`src/rtl/rsm_pkg.sv`:
```
// Shared constants for the ring status messaging block
package rsm_pkg;

  // ------------------------------------------------------------
  // Message layout: {sender id, status bits, crc}
  // ------------------------------------------------------------
  localparam int ID_W      = 4;
  localparam int STAT_W    = 16;
  localparam int NODES     = 16;
  localparam int PAY_W     = ID_W + STAT_W;
  localparam int CRC_W     = 32;
  localparam int MSG_W     = PAY_W + CRC_W;
  localparam int CRC_LSB   = 0;
  localparam int STAT_LSB  = CRC_W;
  localparam int ID_LSB    = CRC_W + STAT_W;
  localparam int MASK_W    = 2;
  localparam int FWD_W     = MSG_W + MASK_W;
  localparam int FIFO_DEPTH = 8;

  localparam logic [CRC_W-1:0] CRC_POLY = 32'h04C11DB7;
  localparam logic [CRC_W-1:0] CRC_INIT = 32'hFFFFFFFF;

  // ------------------------------------------------------------
  // Timing
  // ------------------------------------------------------------
  localparam int CLK_HZ        = 100_000_000;
  localparam int RATE_HI_BPS   = 128_000;
  localparam int RATE_LO_BPS   = 64_000;
  localparam int BIT_CYC_HI    = CLK_HZ / RATE_HI_BPS;
  localparam int BIT_CYC_LO    = CLK_HZ / RATE_LO_BPS;
  localparam int SLOT_CYC_HI   = MSG_W * BIT_CYC_HI;
  localparam int SLOT_CYC_LO   = MSG_W * BIT_CYC_LO;
  localparam int MS_CYC        = CLK_HZ / 1000;
  localparam int INTEGRITY_MS  = 1000;
  localparam int INTEGRITY_CYC = INTEGRITY_MS * MS_CYC;
  localparam int OFFLINE_MS    = 3000;
  localparam int RING_MS       = 3000;
  localparam int AGE_W         = 12;

endpackage

```
`src/rtl/rsm_core.sv`:
```
// Ring status messaging unit: origination, forwarding, supervision
// Behaviour
// - Dual channel: send own message on both
// - Single channel: send on channel zero only
// - Foreign sender id: forward message onward
// - Integrity message at least every 1000 ms
// - Status change sent at once unless busy
// - Ring mode: flag break if own messages lost
// - Offline flag per each of 16 peers
// - Own messages carry local node id
// - 128 kbps only on fibre cards, else 64
// - All linked nodes use same line rate
// - Channel line rates can differ via fixed_rate_ch_i
// - G.703/RS422 channels fixed at 64 kbps
// - Bridge passes channel zero traffic to one and channel one traffic to zero
// - Each hop adds one message slot delay
// - Check incoming CRC-32, drop corrupted messages
`timescale 1ns/1ps
module rsm_core #(
  parameter int SLOT_CYC_HI   = rsm_pkg::SLOT_CYC_HI,
  parameter int SLOT_CYC_LO   = rsm_pkg::SLOT_CYC_LO,
  parameter int INTEGRITY_CYC = rsm_pkg::INTEGRITY_CYC,
  parameter int MS_CYC        = rsm_pkg::MS_CYC,
  parameter int OFFLINE_MS    = rsm_pkg::OFFLINE_MS,
  parameter int RING_MS       = rsm_pkg::RING_MS,
  parameter int FIFO_DEPTH    = rsm_pkg::FIFO_DEPTH
) (
  input  wire logic                                  clk_i,
  input  wire logic                                  nrst_i,
  input  wire logic [rsm_pkg::ID_W-1:0]              local_node_id_i,
  input  wire logic                                  dual_channel_i,
  input  wire logic                                  ring_mode_i,
  input  wire logic                                  channel_bridge_enable_i,
  input  wire logic                                  rate_high_i,
  input  wire logic                                  fibre_card_i,
  input  wire logic [1:0]                            fixed_rate_ch_i,
  input  wire logic [rsm_pkg::STAT_W-1:0]            status_i,
  output logic      [1:0]                            tx_valid_o,
  output logic      [1:0][rsm_pkg::MSG_W-1:0]        tx_data_o,
  input  wire logic [1:0]                            rx_valid_i,
  input  wire logic [1:0][rsm_pkg::MSG_W-1:0]        rx_data_i,
  output logic      [1:0]                            rx_ready_o,
  output logic      [1:0]                            rate_high_active_o,
  output logic      [1:0]                            crc_err_o,
  output logic                                       ring_break_o,
  output logic      [rsm_pkg::NODES-1:0]             peer_offline_o
);

  localparam int PACE_W  = $clog2(SLOT_CYC_LO + 1);
  localparam int INTEG_W = $clog2(INTEGRITY_CYC + 1);
  localparam int MS_W    = $clog2(MS_CYC + 1);
  localparam int AGE_W   = rsm_pkg::AGE_W;
  localparam int MSG_W   = rsm_pkg::MSG_W;
  localparam int MASK_W_C = rsm_pkg::MASK_W;

  localparam logic [INTEG_W-1:0] INTEG_RELOAD = INTEG_W'(INTEGRITY_CYC - SLOT_CYC_LO - 1);
  localparam logic [AGE_W-1:0]   OFF_LIMIT    = AGE_W'(OFFLINE_MS);
  localparam logic [AGE_W-1:0]   RING_LIMIT   = AGE_W'(RING_MS);

  // ------------------------------------------------------------
  // Declarations
  // ------------------------------------------------------------
  logic [1:0][PACE_W-1:0]         pace_reg;
  logic [1:0][PACE_W-1:0]         pace_next;
  logic [1:0][PACE_W-1:0]         slot_len;
  logic [1:0]                     tx_valid_reg;
  logic [1:0]                     tx_valid_next;
  logic [1:0][MSG_W-1:0]          tx_data_reg;
  logic [1:0][MSG_W-1:0]          tx_data_next;
  logic                           pend_reg;
  logic                           pend_next;
  logic [INTEG_W-1:0]             integ_reg;
  logic [INTEG_W-1:0]             integ_next;
  logic [rsm_pkg::STAT_W-1:0]     sent_stat_reg;
  logic [rsm_pkg::STAT_W-1:0]     sent_stat_next;

  logic [1:0]                     en_mask;
  logic [1:0]                     ch_free;
  logic [1:0]                     fwd_mask_eff;
  logic                           local_go;
  logic                           fwd_go;
  logic [rsm_pkg::CRC_W-1:0]      tx_crc;
  logic [MSG_W-1:0]               local_msg;

  logic                           fifo_in_valid;
  logic                           fifo_in_ready;
  logic [rsm_pkg::FWD_W-1:0]      fifo_in_data;
  logic                           fifo_out_valid;
  logic                           fifo_out_ready;
  logic [rsm_pkg::FWD_W-1:0]      fifo_out_data;

  logic [1:0][rsm_pkg::CRC_W-1:0] rx_crc;
  logic [1:0]                     crc_ok;
  logic [1:0]                     foreign;
  logic [1:0]                     fwd_need;
  logic [1:0]                     grant;
  logic [1:0]                     take;
  logic [1:0][MASK_W_C-1:0]       rx_mask;

  logic [MS_W-1:0]                ms_reg;
  logic [MS_W-1:0]                ms_next;
  logic                           ms_tick;
  logic [rsm_pkg::NODES-1:0][AGE_W-1:0] age_reg;
  logic [rsm_pkg::NODES-1:0][AGE_W-1:0] age_next;
  logic [AGE_W-1:0]               ring_age_reg;
  logic [AGE_W-1:0]               ring_age_next;
  logic [rsm_pkg::NODES-1:0]      offline_reg;
  logic [rsm_pkg::NODES-1:0]      offline_next;
  logic                           ring_break_reg;
  logic                           ring_break_next;
  logic [1:0]                     crc_err_reg;
  logic [1:0]                     crc_err_next;
  logic                           seen;
  logic                           own_back;
  logic [rsm_pkg::ID_W-1:0]       seen_id;

  function automatic logic [rsm_pkg::ID_W-1:0] sender_of(input logic [MSG_W-1:0] m);
    sender_of = m[rsm_pkg::ID_LSB +: rsm_pkg::ID_W];
  endfunction

  // ------------------------------------------------------------
  // Line rate per channel
  // ------------------------------------------------------------
  // One rate setting per node
  always_comb begin
    for (int c = 0; c < 2; c++) begin
      rate_high_active_o[c] = rate_high_i && fibre_card_i && !fixed_rate_ch_i[c];
      slot_len[c] = rate_high_active_o[c] ? PACE_W'(SLOT_CYC_HI - 1)
                                          : PACE_W'(SLOT_CYC_LO - 1);
      ch_free[c]  = (pace_reg[c] == '0);
    end
  end

  // ------------------------------------------------------------
  // Local message build
  // ------------------------------------------------------------
  rsm_crc32 #(
    .DW (rsm_pkg::PAY_W)
  ) u_tx_crc (
    .data_i ({local_node_id_i, status_i}),
    .crc_o  (tx_crc)
  );

  assign local_msg = {local_node_id_i, status_i, tx_crc};

  assign en_mask      = dual_channel_i ? 2'h3 : 2'h1;
  assign local_go     = &(ch_free | ~en_mask);
  assign fwd_mask_eff = fifo_out_data[MSG_W +: MASK_W_C] & en_mask;
  assign fwd_go       = &(ch_free | ~fwd_mask_eff);

  // ------------------------------------------------------------
  // Transmit scheduling
  // ------------------------------------------------------------
  always_comb begin
    pace_next      = pace_reg;
    tx_valid_next  = '0;
    tx_data_next   = tx_data_reg;
    sent_stat_next = sent_stat_reg;
    fifo_out_ready = 1'b0;
    integ_next     = (integ_reg == '0) ? integ_reg : integ_reg - 1'b1;
    pend_next      = pend_reg || (status_i != sent_stat_reg) || (integ_reg == '0);
    for (int c = 0; c < 2; c++) begin
      if (!ch_free[c]) begin
        pace_next[c] = pace_reg[c] - 1'b1;
      end
    end
    if (pend_reg && local_go) begin
      for (int c = 0; c < 2; c++) begin
        if (en_mask[c]) begin
          tx_valid_next[c] = 1'b1;
          tx_data_next[c]  = local_msg;
          pace_next[c]     = slot_len[c];
        end
      end
      sent_stat_next = status_i;
      pend_next      = 1'b0;
      integ_next     = INTEG_RELOAD;
    end else if (fifo_out_valid && fwd_go) begin
      fifo_out_ready = 1'b1;
      for (int c = 0; c < 2; c++) begin
        if (fwd_mask_eff[c]) begin
          tx_valid_next[c] = 1'b1;
          tx_data_next[c]  = fifo_out_data[MSG_W-1:0];
          pace_next[c]     = slot_len[c];
        end
      end
    end
  end

  always_ff @(posedge clk_i or negedge nrst_i) begin
    if (!nrst_i) begin
      pace_reg      <= '0;
      tx_valid_reg  <= '0;
      tx_data_reg   <= '0;
      pend_reg      <= 1'b1;
      integ_reg     <= '0;
      sent_stat_reg <= '0;
    end else begin
      pace_reg      <= pace_next;
      tx_valid_reg  <= tx_valid_next;
      tx_data_reg   <= tx_data_next;
      pend_reg      <= pend_next;
      integ_reg     <= integ_next;
      sent_stat_reg <= sent_stat_next;
    end
  end

  // ------------------------------------------------------------
  // Transmit outputs
  // ------------------------------------------------------------
  // One-cycle send pulse
  assign tx_valid_o = tx_valid_reg;
  assign tx_data_o  = tx_data_reg;

  // ------------------------------------------------------------
  // Receive check and arbitration
  // ------------------------------------------------------------
  for (genvar g = 0; g < 2; g++) begin : g_rx
    rsm_crc32 #(
      .DW (rsm_pkg::PAY_W)
    ) u_rx_crc (
      .data_i (rx_data_i[g][MSG_W-1:rsm_pkg::CRC_W]),
      .crc_o  (rx_crc[g])
    );
  end

  always_comb begin
    for (int c = 0; c < 2; c++) begin
      crc_ok[c]   = (rx_crc[c] == rx_data_i[c][rsm_pkg::CRC_LSB +: rsm_pkg::CRC_W]);
      foreign[c]  = (sender_of(rx_data_i[c]) != local_node_id_i);
      fwd_need[c] = crc_ok[c] && foreign[c];
    end
    grant[0]      = 1'b1;
    grant[1]      = !rx_valid_i[0];
    for (int c = 0; c < 2; c++) begin
      rx_ready_o[c] = grant[c] && (!fwd_need[c] || fifo_in_ready);
      take[c]       = rx_valid_i[c] && rx_ready_o[c];
    end
    rx_mask[0]    = {channel_bridge_enable_i && dual_channel_i, 1'b1};
    rx_mask[1]    = {1'b1, channel_bridge_enable_i};
    fifo_in_valid = (rx_valid_i[0] && fwd_need[0]) ||
                    (grant[1] && rx_valid_i[1] && fwd_need[1]);
    fifo_in_data  = rx_valid_i[0] ? {rx_mask[0], rx_data_i[0]} : {rx_mask[1], rx_data_i[1]};
  end

  rsm_fifo #(
    .W     (rsm_pkg::FWD_W),
    .DEPTH (FIFO_DEPTH)
  ) u_fwd_fifo (
    .clk_i       (clk_i),
    .nrst_i      (nrst_i),
    .in_valid_i  (fifo_in_valid),
    .in_ready_o  (fifo_in_ready),
    .in_data_i   (fifo_in_data),
    .out_valid_o (fifo_out_valid),
    .out_ready_i (fifo_out_ready),
    .out_data_o  (fifo_out_data)
  );

  // ------------------------------------------------------------
  // Peer and ring supervision
  // ------------------------------------------------------------
  always_comb begin
    ms_tick  = (ms_reg == '0);
    ms_next  = ms_tick ? MS_W'(MS_CYC - 1) : ms_reg - 1'b1;
    seen     = (take[0] && crc_ok[0] && foreign[0]) || (take[1] && crc_ok[1] && foreign[1]);
    own_back = (take[0] && crc_ok[0] && !foreign[0]) ||
               (take[1] && crc_ok[1] && !foreign[1]);
    seen_id  = take[0] ? sender_of(rx_data_i[0]) : sender_of(rx_data_i[1]);
    for (int c = 0; c < 2; c++) begin
      crc_err_next[c] = take[c] && !crc_ok[c];
    end
    for (int p = 0; p < rsm_pkg::NODES; p++) begin
      age_next[p] = age_reg[p];
      if (seen && (seen_id == rsm_pkg::ID_W'(p))) begin
        age_next[p] = '0;
      end else if (ms_tick && (age_reg[p] < OFF_LIMIT)) begin
        age_next[p] = age_reg[p] + 1'b1;
      end
      offline_next[p] = (age_next[p] >= OFF_LIMIT) && (local_node_id_i != rsm_pkg::ID_W'(p));
    end
    ring_age_next = ring_age_reg;
    if (!ring_mode_i || own_back) begin
      ring_age_next = '0;
    end else if (ms_tick && (ring_age_reg < RING_LIMIT)) begin
      ring_age_next = ring_age_reg + 1'b1;
    end
    ring_break_next = ring_mode_i && (ring_age_next >= RING_LIMIT);
  end

  always_ff @(posedge clk_i or negedge nrst_i) begin
    if (!nrst_i) begin
      ms_reg         <= '0;
      age_reg        <= '0;
      ring_age_reg   <= '0;
      offline_reg    <= '0;
      ring_break_reg <= 1'b0;
      crc_err_reg    <= '0;
    end else begin
      ms_reg         <= ms_next;
      age_reg        <= age_next;
      ring_age_reg   <= ring_age_next;
      offline_reg    <= offline_next;
      ring_break_reg <= ring_break_next;
      crc_err_reg    <= crc_err_next;
    end
  end

  // ------------------------------------------------------------
  // Flag outputs
  // ------------------------------------------------------------
  assign peer_offline_o = offline_reg;
  assign ring_break_o   = ring_break_reg;
  assign crc_err_o      = crc_err_reg;

endmodule // rsm_core

```
`src/rtl/rsm_crc32.sv`:
```
// CRC-32 over a message payload, combinational
`timescale 1ns/1ps
module rsm_crc32 #(
  parameter int DW = rsm_pkg::PAY_W
) (
  input  wire logic [DW-1:0]              data_i,
  output logic      [rsm_pkg::CRC_W-1:0]  crc_o
);

  logic [rsm_pkg::CRC_W-1:0] c;
  logic                      fb;

  // ------------------------------------------------------------
  // Bitwise shift, MSB first
  // ------------------------------------------------------------
  always_comb begin
    c  = rsm_pkg::CRC_INIT;
    fb = 1'b0;
    for (int i = DW - 1; i >= 0; i--) begin
      fb = c[rsm_pkg::CRC_W-1] ^ data_i[i];
      c  = {c[rsm_pkg::CRC_W-2:0], 1'b0};
      if (fb) begin
        c = c ^ rsm_pkg::CRC_POLY;
      end
    end
    crc_o = c;
  end

endmodule // rsm_crc32

```
`src/rtl/rsm_fifo.sv`:
```
// Synchronous FIFO with valid/ready on both sides
`timescale 1ns/1ps
module rsm_fifo #(
  parameter int W     = rsm_pkg::FWD_W,
  parameter int DEPTH = rsm_pkg::FIFO_DEPTH
) (
  input  wire logic         clk_i,
  input  wire logic         nrst_i,
  input  wire logic         in_valid_i,
  output logic              in_ready_o,
  input  wire logic [W-1:0] in_data_i,
  output logic              out_valid_o,
  input  wire logic         out_ready_i,
  output logic      [W-1:0] out_data_o
);

  localparam int AW = $clog2(DEPTH);

  logic [W-1:0] mem [DEPTH];
  logic [AW:0]  wr_reg;
  logic [AW:0]  wr_next;
  logic [AW:0]  rd_reg;
  logic [AW:0]  rd_next;
  logic         push;
  logic         pop;

  // ------------------------------------------------------------
  // Pointers with wrap bit
  // ------------------------------------------------------------
  always_comb begin
    out_valid_o = (wr_reg != rd_reg);
    in_ready_o  = !((wr_reg[AW] != rd_reg[AW]) && (wr_reg[AW-1:0] == rd_reg[AW-1:0]));
    push        = in_valid_i && in_ready_o;
    pop         = out_valid_o && out_ready_i;
    wr_next     = push ? wr_reg + 1'b1 : wr_reg;
    rd_next     = pop ? rd_reg + 1'b1 : rd_reg;
    out_data_o  = mem[rd_reg[AW-1:0]];
  end

  always_ff @(posedge clk_i or negedge nrst_i) begin
    if (!nrst_i) begin
      wr_reg <= '0;
      rd_reg <= '0;
    end else begin
      wr_reg <= wr_next;
      rd_reg <= rd_next;
    end
  end

  always_ff @(posedge clk_i) begin
    if (push) begin
      mem[wr_reg[AW-1:0]] <= in_data_i;
    end
  end

endmodule // rsm_fifo

```
`config.mk`:
```
export PLATFORM = sky130hd
export DESIGN_NAME = rsm_core
export DESIGN_NICKNAME = d
export VERILOG_FILES = /design/src/rtl/rsm_pkg.sv /design/src/rtl/rsm_core.sv /design/src/rtl/rsm_crc32.sv /design/src/rtl/rsm_fifo.sv
export SDC_FILE = /design/constraint.sdc
export NUM_CORES = 2
export LEC_CHECK = 0
export ABC_AREA = 0
export BUFFER_PORTS_ARGS = -buffer_cell sky130_fd_sc_hd__buf_2
export CAP_MARGIN = 40
export CORE_MARGIN = 2
export CORE_UTILIZATION = 35
export DETAILED_ROUTE_END_ITERATION = 8
export GPL_TIMING_DRIVEN = 0
export HOLD_SLACK_MARGIN = 0.08
export SYNTH_ARGS = -nofsm -noshare
export SYNTH_HDL_FRONTEND = slang
export SYNTH_SLANG_ARGS = --single-unit
```
`constraint.sdc`:
```
create_clock -name clk_i -period 8.8 [get_ports clk_i]
set_input_delay 0.44 -clock clk_i [delete_from_list [all_inputs] [get_ports clk_i]]
set_output_delay 0.44 -clock clk_i [all_outputs]
set_load 0.1 [all_outputs]
```
# [Word level (Yosys, flattened, before mapping)]
# Memories as Yosys holds them, arrays and structs flattened.
# Index checks and enable logic that the tools add are counted.
[word_totals] regBits=432 ram_bits=432 out_inout_bits=129 memories=1
[classes] n_addsub=23 magnitude_cmp=34 eq_ne=41 n_mux=127 bitwise_logic=119 reduce_logical=107
[memory_table] memory="u_fwd_fifo.mem" words=8 word_bits=54 rd=1 rd_ports_with_merged_regs=0 write_ports=1 line_no="rsm_fifo.sv:19" text="logic [W-1:0] mem [DEPTH];"
[ops] operator="2-to-1 mux 27 bit" n=62
[ops] operator="NOT 14 bit" n=57
[ops] operator="2-to-1 mux 12 bit" n=34
[ops] operator="2-to-1 mux 104 bit" n=2
[ops] operator="2-to-1 mux 52 bit" n=4
[ops] operator="adder 12 x 1 -> 12 bit, second input constant" n=17
[ops] operator=">= comparator 12 bit, second input constant" n=17
[ops] operator="less-than comparator 12 bit, second input constant" n=17
[ops] operator="2-to-1 mux 17 bit" n=9
[ops] operator="logical AND 1 bit" n=75
[ops] operator="2-to-1 mux 34 bit" n=2
[ops] operator="== test 32 bit" n=2
[ops] operator="2-to-1 mux 54 bit" n=1
[ops] operator="zero test 17 bit" n=3
[ops] operator="subtractor 17 x 1 -> 17 bit, second input constant" n=3
[ops] operator="bitwise XOR 1 bit" n=42
[ops] operator="== test 4 bit, second input constant" n=8
[ops] operator="!= test 4 bit, second input constant" n=8
[ops] operator="zero test 27 bit" n=1
[ops] operator="subtractor 27 x 1 -> 27 bit, second input constant" n=1
[ops] operator="== test 4 x 3 -> 1 bit, second input constant" n=4
[ops] operator="!= test 16 bit" n=1
[ops] operator="!= test 4 x 3 -> 1 bit, second input constant" n=4
[ops] operator="bitwise XOR 1 bit, first input constant" n=15
[ops] operator="other kinds (23)" n=62

# [Longest topological paths before layout]
[depth] depth_word=52 depth_mapped=15 mapped_depth_nobuf=12

# [Cells and area by module]
# A second synthesis with hierarchy kept.
[unflattened] hier_cells=3565 hier_area_um2=44462.6
[by_module_without_submodules] mod="rsm_core" instances=1 cells_each=2448 area_per_inst_um2=22959.5 seq_area_each_um2=10611.4
[by_module_without_submodules] mod="rsm_fifo" instances=1 cells_each=682 area_per_inst_um2=16796.1 seq_area_each_um2=13172.6
[by_module_without_submodules] mod="rsm_crc32" instances=3 cells_each=145 area_per_inst_um2=1569.0 seq_area_each_um2=0.0

# [Worst setup path after synthesis]
# No wires, ideal clock.
[synth_timing] path_kind="input to register" from="input rx_data_i[94] (netlist bit)" to="memory u_fwd_fifo.mem[4][0] (netlist bit), enable pin" setup_ns=0.619 t_arrival_ns=9.025 t_required_ns=8.181 setup_slack_ns=-0.844 cell_stages=11 path_buffers=2 path_cell_list="buf_4 xnor3_1 xnor2_1 xnor3_1 xnor3_1 or3_1 a222oi_1 and4_1 o21ai_2 buf_2 nor4b_1"
[synth_between] elab_chain_cells=26 elab_cells_between_ends=32 classes_between="eq/ne (1); mux (13); bitwise (14); reduce/logical (4)"
[synth_lines] element="start, declared" line_no="rsm_core.sv:41" text="input wire logic [1:0][rsm_pkg::MSG_W-1:0] rx_data_i,"
[synth_lines] element="bitwise XOR 1 bit (*)" line_no="rsm_crc32.sv:20" text="fb = c[rsm_pkg::CRC_W-1] ^ data_i[i];"
[synth_lines] element="2-to-1 mux 27 bit (*)" line_no="rsm_crc32.sv:22" text="if (fb) begin"
[synth_lines] element="NOT 14 bit (no line) or 2-to-1 mux 27 bit (tied branches)"
[synth_lines] element="2-to-1 mux 27 bit or NOT 14 bit (tied branches)"
[synth_lines] element="NOT 14 bit (no line) or 2-to-1 mux 27 bit (tied branches)"
[synth_lines] element="2-to-1 mux 27 bit or NOT 14 bit (tied branches)"
[synth_lines] element="2-to-1 mux 27 bit" line_no="rsm_crc32.sv:22"
[synth_lines] element="NOT 14 bit (no line) or 2-to-1 mux 27 bit (tied branches)"
[synth_lines] element="(+10 left out)"
[synth_lines] element="2-to-1 mux 27 bit" line_no="rsm_crc32.sv:22"
[synth_lines] element="== test 32 bit (*)" line_no="rsm_core.sv:229" text="crc_ok[c] = (rx_crc[c] == rx_data_i[c][rsm_pkg::CRC_LSB +: rsm_pkg::CRC_W]);"
[synth_lines] element="logical AND 1 bit (*)" line_no="rsm_core.sv:231" text="fwd_need[c] = crc_ok[c] && foreign[c];"
[synth_lines] element="logical AND 1 bit (*)" line_no="rsm_core.sv:242" text="(grant[1] && rx_valid_i[1] && fwd_need[1]);"
[synth_lines] element="logical OR 1 bit (*)" line_no="rsm_core.sv:241" text="fifo_in_valid = (rx_valid_i[0] && fwd_need[0]) ||"
[synth_lines] element="logical AND 1 bit (*)" line_no="rsm_fifo.sv:33" text="push = in_valid_i && in_ready_o;"
[synth_lines] element="2-to-1 mux 1 bit (*)" line_no="rsm_fifo.sv:51" text="if (push) begin"
[synth_lines] element="2-to-1 mux 1 bit (not written as such) (*)" line_no="rsm_fifo.sv:52" text="mem[wr_reg[AW-1:0]] <= in_data_i;"
[synth_lines] element="end, declared" line_no="rsm_fifo.sv:19"
# Every way passes the cells marked *; elsewhere a longest branch is shown, timed or not.

# [Final worst setup path]
[layout_timing] from="input rx_data_i[46] (netlist bit)" to="memory u_fwd_fifo.mem[3][30] (netlist bit), enable pin"
[layout_between] elab_chain_cells=32 elab_cells_between_ends=41 classes_between="eq/ne (1); mux (17); bitwise (19); reduce/logical (4)"
[layout_lines] element="bitwise XOR 1 bit (*)" line_no="rsm_crc32.sv:20"
[layout_lines] element="2-to-1 mux 27 bit (*)" line_no="rsm_crc32.sv:22"
[layout_lines] element="NOT 14 bit (no line)"
[layout_lines] element="2-to-1 mux 27 bit" line_no="rsm_crc32.sv:22"
[layout_lines] element="NOT 14 bit (no line)"
[layout_lines] element="2-to-1 mux 27 bit (2 in a row)" line_no="rsm_crc32.sv:22"
[layout_lines] element="NOT 14 bit (no line)"
[layout_lines] element="2-to-1 mux 27 bit" line_no="rsm_crc32.sv:22"
[layout_lines] element="(+13 left out)"
[layout_lines] element="2-to-1 mux 27 bit (3 in a row)" line_no="rsm_crc32.sv:22"
[layout_lines] element="== test 32 bit (*)" line_no="rsm_core.sv:229"
[layout_lines] element="logical AND 1 bit (*)" line_no="rsm_core.sv:231"
[layout_lines] element="logical AND 1 bit (*)" line_no="rsm_core.sv:241"
[layout_lines] element="logical OR 1 bit (*)" line_no="rsm_core.sv:241"
[layout_lines] element="logical AND 1 bit (*)" line_no="rsm_fifo.sv:33"
[layout_lines] element="2-to-1 mux 1 bit (*)" line_no="rsm_fifo.sv:51"
[layout_lines] element="2-to-1 mux 1 bit (not written as such) (*)" line_no="rsm_fifo.sv:52"
# Marks and branches as above.

==> impl_metrics.ini <==
[routing]
drc = 0
drt_first_pass_iters = 7
num_vias = 30100
dr.first_iter.drc_count = 2604
wl_per_cell_um = 21.7
via_per_inst = 5.18
wirelength_um = 126000
ant_nets = 0

[global_routing]
grt_pass1_vias = 29100
antenna_found_initial = 33
grtUsageTotal = 0.192
grt-ovfl-total = 0
grt_pass1_wl_um = 189000
grt_max_degree = 122

[yosys]
postSynth.asyncResetShare = 0.500
ys_ff_latch = 864
ys_types = 86
synth_area_leaders = edfxtp_1 (29%), dfrtp_1 (24%), xnor2_1 (7.3%)
synth_ff_type = edfxtp_1
synth_top_area_cell = edfxtp_1
synth_edf_count = 432
synth_top_area_frac = 0.292
synth_nets = 3802
yosysSeqAreaShare = 0.536
synth_cells = 3636
syn_avg_cell_area_um2 = 12.2
yosysWarnings = 0
syn_area_um2 = 44400

[cts]
numCtsBuffers = 90
cts.sinks = 864
clkTransAtPathRegs_ns = 0.07
htreeDepth = 3
cts_tree = done
cts_buffer_depth = 3
root_buffer = clkbuf_16
clk_latency_ns = 0.70
postCtsResizedCells = 0

[placement]
pre_cts_slack_ns = 1.99
place.gp.congestion = 0.918
placed_cell_area_um2 = 48700
dp.final_hpwl_um = 95700
io_buffers = 232

[floorplanning]
core_um2 = 126000
die-area_um2 = 130000
die_w_um = 360
io_pins = 264
die_h_um = 360
rows = 130
start_util = 0.353

[cells_and_area]
nets = 4250
largest_register_ffs = 432
syn_to_final_growth_pct = 17.3
drive_above_1_share = 0.184
stdcell_area_um2 = 52100

[setup_path]
crit_fanout = 10
crit_type = primary input to flop
worstPathArrival_ns = 6.55
rrSetupSlack_ns = 3.93
start_kind = primary input
cp_data_required_time_ns = 9.18
endpoint_kind = flop
reg2reg_depth = 15

[min_path]
min_path_cells = 3
hold_path_class = primary input to flop

[sta]
setup_viol = 0
finalClockSkew_ns = 0.0566
max_slew_margin = 0.382
period_needed_ns = 6.17
whs_ns = 0.134
setup_ws_ns = 2.63
finalHoldViolCount = 0
worst_slew_pin_slew_ns = 0.921
maxSlewViolCount = 0
rsz0062_at_grt = no
fmax_mhz = 162
post-route-period-util = 0.701

[power_and_ir_drop]
seqPwrFrac = 0.407
swShare = 0.296
p_switching_mw = 3.20
p_comb_frac = 0.218
p_leak_nw = 19.4
power_mw = 10.8
p_int_mw = 7.61
peakVddDrop_uv = 151
p_clk_frac = 0.376
pwr_density_cell_nw_per_um2 = 208

[run_status]
status = completed

[job]
maxCapViolCount = 0
per-stage QoR:
stage | std cells | TNS [ns] | util
3_5_place_dp | 5628 | 0 | 0.388
4_1_cts | 5806 | 0 | 0.414
5_1_grt | 5817 | 0 | 0.414
6_report | 5822 | 0 | 0.414
2_1_floorplan | 3636 | -215.60 | -
3_3_place_gp | 5518 | -3423.89 | 0.379
path summary, 6_finish.rpt:
check | start | end
setup reg to reg | u_fwd_fifo.rd_reg[0]$_DFFE_PN0P_ | u_fwd_fifo.mem[3][30]$_DFFE_PP_
min in group asynchronous | nrst_i | ring_age_reg[5]$_DFF_PN0_
max in group asynchronous | nrst_i | tx_data_o[80]$_DFFE_PN0P_
hold reg to reg | tx_data_o[14]$_DFFE_PN0P_ | tx_data_o[14]$_DFFE_PN0P_
hold / removal | status_i[10] | sent_stat_reg[10]$_DFFE_PN0P_
setup / recovery | rx_data_i[46] | u_fwd_fifo.mem[3][30]$_DFFE_PP_
routing by layer:
metal  vias up  GRT usage  routed length [um]
met4         4     0.0617                3400
met1     15100      0.268               55100
met2       924      0.306               59000
met5         -          0                  26
met3       171     0.0325                8670
li1      13900          -                   -
cell usage after synthesis, drive strengths merged, types with 5 or more instances:
master,count
a2111oi,13
a211oi,15
a21boi,5
a21o,8
a21oi,62
a22oi,16
a31oi,46
a41oi,6
and2,11
and3,62
and4,11
buf,77
clkbuf,98
dfrtp,431
edfxtp,432
ha,31
inv,32
mux2,58
mux2i,84
mux4,108
nand2,419
nand2b,18
nand3,85
nand3b,9
nand4,31
nand4b,7
nor2,318
nor2b,17
nor3,64
nor3b,13
nor4,37
nor4b,7
o211ai,7
o21a,21
o21ai,169
o21bai,11
o31ai,7
or2,12
or3,31
or4,7
xnor2,384
xnor3,55
xor2,243
xor3,11
cells in the final DEF (no fill, tap or decap), types with 15 or more instances in the layout:
| master | count |
|---|---|
| clkinv_2 | 18 |
| nor2b_1 | 15 |
| o21ai_0 | 165 |
| nand3_1 | 85 |
| buf_1 | 31 |
| clkbuf_16 | 92 |
| xor2_1 | 236 |
| mux2_2 | 58 |
| ha_1 | 31 |
| diode_2 | 15 |
| a21oi_1 | 61 |
| nor4_1 | 35 |
| a31oi_1 | 37 |
| mux2i_1 | 84 |
| o21a_1 | 21 |
| mux4_2 | 108 |
| xnor3_1 | 54 |
| a211oi_1 | 15 |
| inv_1 | 32 |
| buf_6 | 22 |
| a22oi_1 | 15 |
| buf_2 | 269 |
| nor3_1 | 61 |
| nand2b_1 | 18 |
| and3_1 | 62 |
| dfrtp_1 | 431 |
| nor2_1 | 318 |
| edfxtp_1 | 432 |
| nand4_1 | 31 |
| buf_4 | 80 |
| clkbuf_1 | 110 |
| xnor2_1 | 368 |
| or3_1 | 31 |
| nand2_1 | 419 |
power groups by stage:
stage / clock (mW) / sequential [mW] / combinational, mW
after global placement: 0 / 4.48 / 2.30
after floorplan: 0 / 4.88 / 1.37
after global routing: 4.30 / 4.41 / 2.48
final: 4.06 / 4.40 / 2.36
after detailed placement: 0 / 4.48 / 2.31
after CTS: 4.13 / 4.40 / 2.33
cell type report:
type / instances / area [um2]
fill: 11800 / 73600
clock buffer: 112 / 2460
timing repair buffer: 356 / 2360
buffer: 175 / 785
multi-input combinational: 2565 / 19800
antenna: 15 / 37.5
inverter: 32 / 120
sequential: 864 / 23800
tap: 1650 / 2060
clock inverter: 53 / 717
critical path: stages:
cell       delay (ns)
clkbuf_1         0.59
xor2_1           0.33
xnor2_1          0.49
xnor2_1          0.27
or3_1            0.44
a2111oi_2        0.61
nand4b_1         0.24
nor4_1           0.40
o21ai_2          0.26
buf_2            0.29
nor4b_2          0.77
buf_4            0.31
buf_4            0.20
buf_4            0.19
buf_4            0.19
buf_4            0.18
buf_4            0.15
buf_4            0.17
what timing repair did:
| item | CTS | global route |
|---|---|---|
| hold endpoints to repair | 122 | 0 |
| buffers inserted | 0 | 0 |
| hold buffers | 13 | 0 |
cell families (layout without fill, tap and decap cells):
logic type / count (synthesis) / in the layout / synth area share
buf+inv: 207 / 728 / 0.0204
other cells: 0 / 15 / 0
fa+ha+maj: 31 / 31 / 0.00873
compound gates: 427 / 427 / 0.0628
mux: 250 / 250 / 0.0884
xor+xnor: 693 / 693 / 0.163
simple gates: 1164 / 1164 / 0.121
flops: 864 / 864 / 0.536
No activity file was read; power rests on OpenSTA's default activity.
